$ cat src/common/alu_pkg.sv
`default_nettype none
package alu_pkg;
    // ------------------------------------------------------------
    // Register map (byte addresses on APB)
    // ------------------------------------------------------------
    localparam logic [11:0] status_word_addr   = 12'h0d0;
    localparam logic [11:0] operand_addr       = 12'h0e0;
    localparam logic [11:0] aux_addr           = 12'h0f0;
    localparam logic [11:0] op_ctrl_addr       = 12'h100;
    localparam logic [11:0] result_addr        = 12'h104;
    // ------------------------------------------------------------
    // Status word fields
    // ------------------------------------------------------------
    localparam int          carry_bit          = 7;
    localparam int          half_carry_bit     = 6;
    localparam int          user_bit           = 5;
    localparam int          bank_high_bit      = 4;
    localparam int          bank_low_bit       = 3;
    localparam int          overflow_bit       = 2;
    localparam int          parity_bit         = 0;
    localparam logic [7:0]  status_reset       = 8'h00;
    localparam logic [7:0]  status_write_mask  = 8'hfc;
    localparam logic [7:0]  byte_reset         = 8'h00;
    localparam logic [4:0]  bank_stride        = 5'h08;
    // ------------------------------------------------------------
    // Operation codes
    // ------------------------------------------------------------
    typedef enum logic [3:0] {
        op_add  = 4'h0,
        op_addc = 4'h1,
        op_subb = 4'h2,
        op_mul  = 4'h3,
        op_div  = 4'h4,
        op_and  = 4'h5,
        op_or   = 4'h6,
        op_xor  = 4'h7,
        op_rl   = 4'h8,
        op_rr   = 4'h9,
        op_rlc  = 4'ha,
        op_rrc  = 4'hb,
        op_cpl  = 4'hc,
        op_bset = 4'hd,
        op_bclr = 4'he,
        op_bcpl = 4'hf
    } alu_op_t;
endpackage
`default_nettype wire

$ cat src/rtl/alu_engine.sv
`default_nettype none
module alu_engine (
    // Operands
    input  wire logic           [7:0] a,
    input  wire logic           [7:0] b,
    input  wire logic                 cin,
    input  wire alu_pkg::alu_op_t     op,
    // Results
    output logic                [7:0] res,
    output logic                [7:0] res_hi,
    output logic                      cout,
    output logic                      hcout,
    output logic                      ovf,
    output logic                      arith,
    output logic                      mul_div
);
    import alu_pkg::*;

    logic [8:0] sum;
    logic [4:0] nib;
    logic [15:0] prod;

    always_comb begin
        sum     = 9'h000;
        nib     = 5'h00;
        prod    = {8'h00, a} * {8'h00, b};
        res     = a;
        res_hi  = b;
        cout    = cin;
        hcout   = 1'b0;
        ovf     = 1'b0;
        arith   = 1'b0;
        mul_div = 1'b0;
        case (op)
            op_add, op_addc: begin
                sum   = {1'b0, a} + {1'b0, b} + {8'h00, (op == op_addc) & cin};
                nib   = {1'b0, a[3:0]} + {1'b0, b[3:0]} + {4'h0, (op == op_addc) & cin};
                res   = sum[7:0];
                cout  = sum[8];
                hcout = nib[4];
                ovf   = (a[7] == b[7]) && (sum[7] != a[7]);
                arith = 1'b1;
            end
            op_subb: begin
                sum   = {1'b0, a} - {1'b0, b} - {8'h00, cin};
                nib   = {1'b0, a[3:0]} - {1'b0, b[3:0]} - {4'h0, cin};
                res   = sum[7:0];
                cout  = sum[8];
                hcout = nib[4];
                ovf   = (a[7] != b[7]) && (sum[7] != a[7]);
                arith = 1'b1;
            end
            op_mul: begin
                res     = prod[7:0];
                res_hi  = prod[15:8];
                cout    = 1'b0;
                ovf     = |prod[15:8];
                mul_div = 1'b1;
            end
            op_div: begin
                // Divide by zero leaves operands alone and flags overflow
                mul_div = 1'b1;
                cout    = 1'b0;
                if (b == 8'h00) begin
                    ovf = 1'b1;
                end else begin
                    res    = a / b;
                    res_hi = a % b;
                end
            end
            op_and:  res = a & b;
            op_or:   res = a | b;
            op_xor:  res = a ^ b;
            op_rl:   res = {a[6:0], a[7]};
            op_rr:   res = {a[0], a[7:1]};
            op_rlc: begin
                res  = {a[6:0], cin};
                cout = a[7];
            end
            op_rrc: begin
                res  = {cin, a[7:1]};
                cout = a[0];
            end
            op_cpl:  res = ~a;
            op_bset: res = a | (8'h01 << b[2:0]);
            op_bclr: res = a & ~(8'h01 << b[2:0]);
            op_bcpl: res = a ^ (8'h01 << b[2:0]);
            default: res = a;
        endcase
    end
endmodule
`default_nettype wire

$ cat src/rtl/alu_status_word_flags.sv
// Our own choice: the APB interface to the registers.
`default_nettype none
module alu_status_word_flags (
    // Clock and reset
    input  wire logic        clock,
    input  wire logic        srst,
    // APB slave
    input  wire logic        psel,
    input  wire logic        penable,
    input  wire logic        pwrite,
    input  wire logic [11:0] paddr,
    input  wire logic [31:0] pwdata,
    input  wire logic [3:0]  pstrb,
    output logic      [31:0] prdata,
    output logic             pready,
    output logic             pslverr,
    // Working register bank
    output logic      [4:0]  bank_base
);
    import alu_pkg::*;

    // ------------------------------------------------------------
    // Bus decode
    // ------------------------------------------------------------
    logic       acc_wr;
    logic       aux_wr;
    logic       wr_en;
    logic       rd_setup;
    logic       mapped;
    logic [7:0] status_q;
    logic [7:0] work_operand_reg_q;
    logic [7:0] aux_q;
    logic [7:0] res;
    logic [7:0] res_hi;
    logic       cout;
    logic       hcout;
    logic       ovf;
    logic       arith;
    logic       mul_div;
    logic       op_go;
    alu_op_t    op;

    function automatic logic hit(input logic [11:0] a);
        hit = (paddr == a);
    endfunction

    assign wr_en   = psel && penable && pwrite && pstrb[0];
    assign rd_setup = psel && !penable && !pwrite;
    assign mapped  = hit(status_word_addr) || hit(operand_addr) || hit(aux_addr)
                     || hit(op_ctrl_addr) || hit(result_addr);
    assign pready  = 1'b1;
    assign pslverr = psel && penable && !mapped;
    assign acc_wr  = wr_en && hit(operand_addr);
    assign aux_wr  = wr_en && hit(aux_addr);
    // Writing the control word launches one operation in that cycle
    assign op_go   = wr_en && hit(op_ctrl_addr);
    assign op      = alu_op_t'(pwdata[3:0]);

    // ------------------------------------------------------------
    // Arithmetic engine
    // ------------------------------------------------------------
    alu_engine u_engine (
        .a       (work_operand_reg_q),
        .b       (aux_q),
        .cin     (status_q[carry_bit]),
        .op      (op),
        .res     (res),
        .res_hi  (res_hi),
        .cout    (cout),
        .hcout   (hcout),
        .ovf     (ovf),
        .arith   (arith),
        .mul_div (mul_div)
    );

    // ------------------------------------------------------------
    // Accumulator and auxiliary register
    // ------------------------------------------------------------
    always_ff @(posedge clock) begin
        if (srst) begin
            work_operand_reg_q <= byte_reset;
        end else if (op_go) begin
            work_operand_reg_q <= res;
        end else if (acc_wr) begin
            work_operand_reg_q <= pwdata[7:0];
        end
    end

    always_ff @(posedge clock) begin
        if (srst) begin
            aux_q <= byte_reset;
        end else if (op_go && mul_div) begin
            aux_q <= res_hi;
        end else if (aux_wr) begin
            aux_q <= pwdata[7:0];
        end
    end

    // ------------------------------------------------------------
    // Status word
    // ------------------------------------------------------------
    // Operation writes win over a software write in the same cycle;
    // both cannot happen since each needs its own APB access.
    always_ff @(posedge clock) begin
        if (srst) begin
            status_q <= status_reset;
        end else if (op_go) begin
            status_q[carry_bit] <= cout;
            if (arith) begin
                status_q[half_carry_bit] <= hcout;
            end
            if (arith || mul_div) begin
                status_q[overflow_bit] <= ovf;
            end
        end else if (wr_en && hit(status_word_addr)) begin
            // User and bank bits only move here
            status_q[7:2] <= pwdata[7:2];
        end
    end

    // Parity is combinational from the accumulator, never stale
    logic [7:0] status_view;
    always_comb begin
        status_view             = status_q & status_write_mask;
        status_view[parity_bit] = ^work_operand_reg_q;
    end

    assign bank_base = {status_q[bank_high_bit], status_q[bank_low_bit], 3'b000};

    // ------------------------------------------------------------
    // Read data
    // ------------------------------------------------------------
    always_ff @(posedge clock) begin
        if (srst) begin
            prdata <= 32'h0000_0000;
        end else if (rd_setup) begin
            // Captured in setup so the access phase needs no wait state
            if (paddr == status_word_addr) begin
                prdata <= {24'h000000, status_view};
            end else if (paddr == operand_addr || paddr == result_addr) begin
                prdata <= {24'h000000, work_operand_reg_q};
            end else if (paddr == aux_addr) begin
                prdata <= {24'h000000, aux_q};
            end else begin
                prdata <= 32'h0000_0000;
            end
        end
    end

endmodule
`default_nettype wire

$ cat config.mk
export PLATFORM = sky130hd
export DESIGN_NAME = alu_status_word_flags
export DESIGN_NICKNAME = d
export VERILOG_FILES = /design/src/common/alu_pkg.sv /design/src/rtl/alu_engine.sv /design/src/rtl/alu_status_word_flags.sv
export SDC_FILE = /design/constraint.sdc
export NUM_CORES = 1
export LEC_CHECK = 0
export BUFFER_PORTS_ARGS = -buffer_cell sky130_fd_sc_hd__buf_2
export CAP_MARGIN = 25
export CORE_ASPECT_RATIO = 0.6
export CORE_MARGIN = 2
export CORE_UTILIZATION = 45
export CTS_CLUSTER_SIZE = 8
export DETAILED_ROUTE_END_ITERATION = 10
export PLACE_DENSITY_LB_ADDON = 0.12
export SYNTH_ARGS = -nofsm -noshare
export SYNTH_HDL_FRONTEND = slang
export SYNTH_SLANG_ARGS = --single-unit
$ cat constraint.sdc
create_clock -name clock -period 14.2 [get_ports clock]
set_input_delay 0 -clock clock [delete_from_list [all_inputs] [get_ports clock]]
set_output_delay 0 -clock clock [all_outputs]
set_load 0.01 [all_outputs]
==> results.ini <==
[logic_synthesis]
yosys.area.top_type=ha_1
ys_async_sr_fraction_pct=0
synth_edf_count=0
yosysWarnings=0
synth_seq_area_share_pct=7.37
synthDistinctLibCells=84
synth_top_area_share_pct=15.8
syn_area_per_cell_um2=7.41
ys_seq_elements=30
synthTopCellsByArea=ha_1 16%, fa_1 10%, dfxtp_1 7.4%
ys_top_cells_by_count=103 x ha_1, 100 x nor2_1, 97 x inv_1
synth_most_common_cell=ha_1
synth_flop_cell=dfxtp_1
synth_cells=1099
syn_area_um2=8140

[sta]
period_needed_ps=12980
setup_viol=0
fin_crit_sh_pct=91.4
slew_violations=0
fin_setup_tns_ps=0
worstMarginPinSlew_ps=1040
hold_viol=0
fin_worst_skew_ps=5.81
rsz0062_at_grt=false
fmax_ghz=0.0770
max_slew_margin_pct=30.2

[worst_setup_path]
reg2reg_depth=49
reg2reg_from=aux_q[0]$_SDFFE_PP0P_
cp.arrival_ps=13160
r2r_slack_ps=1220
crit_path_end_kind=register
crit_path_frequent_cell=ha_1
reg2reg_to=aux_q[6]$_SDFFE_PP0P_
path_class=reg2reg
critPathMaxFanout=23
worstPathRequired_ps=14370
startpoint_type=register
crit_path_top_delay_cell=o21ai_1
cp_slowest_stage_delay_ps=630

[clock_tree]
htreeDepth=2
cts_tree=built
cts_buffer_depth=2
cts_hold_buffers=0
clk_latency_ps=280
ctsResizeCount=0
clk_pin_slew_ps=60
cts_made_buffers=5
clock-root-buffer=clkbuf_16
numClockSinks=30
post-cts-setup-buffers=0

[finish]
n_antenna_cell=0
layout-drive-gt1-share_pct=8.84
nets=1305
synthToLayoutAreaGrowth_pct=6.01
postLayoutCellArea_um2=8630
nFillCells=1842
seq_area_um2=601
multiInputGateArea_um2=6800
final_util_pct=48.3

[pwr]
peakVddDrop_mv=0.0435
power.density_nw_per_um2=28.8
leakage_uw=0.00388

[run_status]
status=completed

[drt]
ant_nets=0
wl_mm=28.7
wl_per_cell_um=21.3
vias=8397
viasPerCell=6.22
drc=0
drt_iter0_drc=1183
first_pass_iters=5

[floorplan]
io_pins=92
std_cell_rows=38
die_y_um=108
die_x_um=178
initial_core_util_pct=45.6
dieArea_um2=19200
core_region_area_um2=17900

[place]
placed_area_um2=8490
place.gp.congestion=0.934
portBuffers=36
dpl.hpwl_mm=21.9

[grt]
grt_max_degree=55
grt-ovfl-total=0
grt_pass1_wl_mm=44.2
antenna_found_initial=0
grt_pass1_vias=7362
grtUsageTotal_pct=30.0

[min_path]
hold_depth=3
hold_path_startpoint=pwdata[5]
min_path_type=in2reg
min_to=work_operand_reg_q[5]$_SDFFE_PP0P_

[run]
cap_violations=0

-- layout make-up --
class,count,share of cell area (%)
Clock buffer,7,1.65
Clock inverter,1,0.0580
Inverter,101,4.39
Multi-Input combinational cell,904,78.8
Sequential cell,30,6.96
Tap cell,240,3.48
Timing Repair Buffer,66,4.70
-- power breakdown --
part | internal, uW | leakage [uW] | switching, uW
Combinational | 17.3 | 0.00357 | 36.7
Clock | 69.5 | 0.0000739 | 39.1
Sequential | 85.3 | 0.000242 | 0.482
Total | 172 | 0.00388 | 76.2
-- registers in the layout, summed over array words and instances, names as in the netlist --
signal,flops
prdata,8
status_q,6
work_operand_reg_q,8
aux_q,8
-- stage by stage --
step	std cells	hold WS [ps]	setup WS, ps	power (uW)
4_1_cts	1349	13.5	1450	246
3_3_place_gp	1341	292	1520	139
6_report	1349	19.0	1220	248
5_1_grt	1349	29.0	308	257
3_5_place_dp	1341	300	1480	139
2_1_floorplan	1125	147	2840	129
-- kinds of logic (layout without fill, tap and decap cells) --
kind of cell,count (synthesis),after routing,share of synthesized area [%]
muxes,35,35,4.38
DFF,30,30,7.37
buffers and inverters,191,175,10.4
xor gates and xnor gates,44,44,4.73
and+or+nand+nor,356,356,21.8
adders and majority gates,144,144,25.9
other,2,28,0.0922
AOI/OAI and AO/OA,297,297,25.3
-- metal layers --
layer / vias to the layer above / track usage [%] / share of wire (%)
li1: 3938 / - / -
met1: 3971 / 48.4 / 49
met2: 437 / 40.3 / 38
met3: 51 / 5.38 / 11
met4: 0 / 5.91 / 2.2
met5: - / 0 / 0
-- layout by cell type (no fill, tap or decap), drive strengths merged, types with 14 or more instances in the layout --
cell type	synthesis	final
xor2	15	15
nor3	37	37
ha	103	103
fa	41	41
xnor2	29	29
buf	44	66
conb	2	28
o211ai	19	19
nand2b	17	17
nand2	84	84
a21oi	60	60
a211oi	24	24
nor2	100	100
dfxtp	30	30
o21ai	54	54
inv	97	97
o21a	14	14
nand3	25	25
mux2i	30	30
-- worst max-delay path, delay by kind of cell, from the launching register on --
kind | cells | cell delay [ps]
fa+ha+maj | 8 | 2330
compound gates | 23 | 5740
flops | 1 | 300
xor+xnor | 1 | 140
buf+inv | 4 | 570
mux | 2 | 640
simple gates | 11 | 3170
-- how the worst max path moves through the flow --
stage	start	cells past startpoint	slack, ps	endpoint
3_3_place_gp	aux_q[0]$_SDFFE_PP0P_	49	1520	aux_q[7]$_SDFFE_PP0P_
2_1_floorplan	aux_q[0]$_SDFFE_PP0P_	50	2840	aux_q[0]$_SDFFE_PP0P_
4_1_cts	aux_q[0]$_SDFFE_PP0P_	48	1450	aux_q[7]$_SDFFE_PP0P_
5_1_grt	aux_q[0]$_SDFFE_PP0P_	51	310	aux_q[6]$_SDFFE_PP0P_
6_report	aux_q[0]$_SDFFE_PP0P_	49	1220	aux_q[6]$_SDFFE_PP0P_
3_5_place_dp	aux_q[0]$_SDFFE_PP0P_	49	1480	aux_q[7]$_SDFFE_PP0P_
Note: power is estimated with default switching activity, not from simulation.
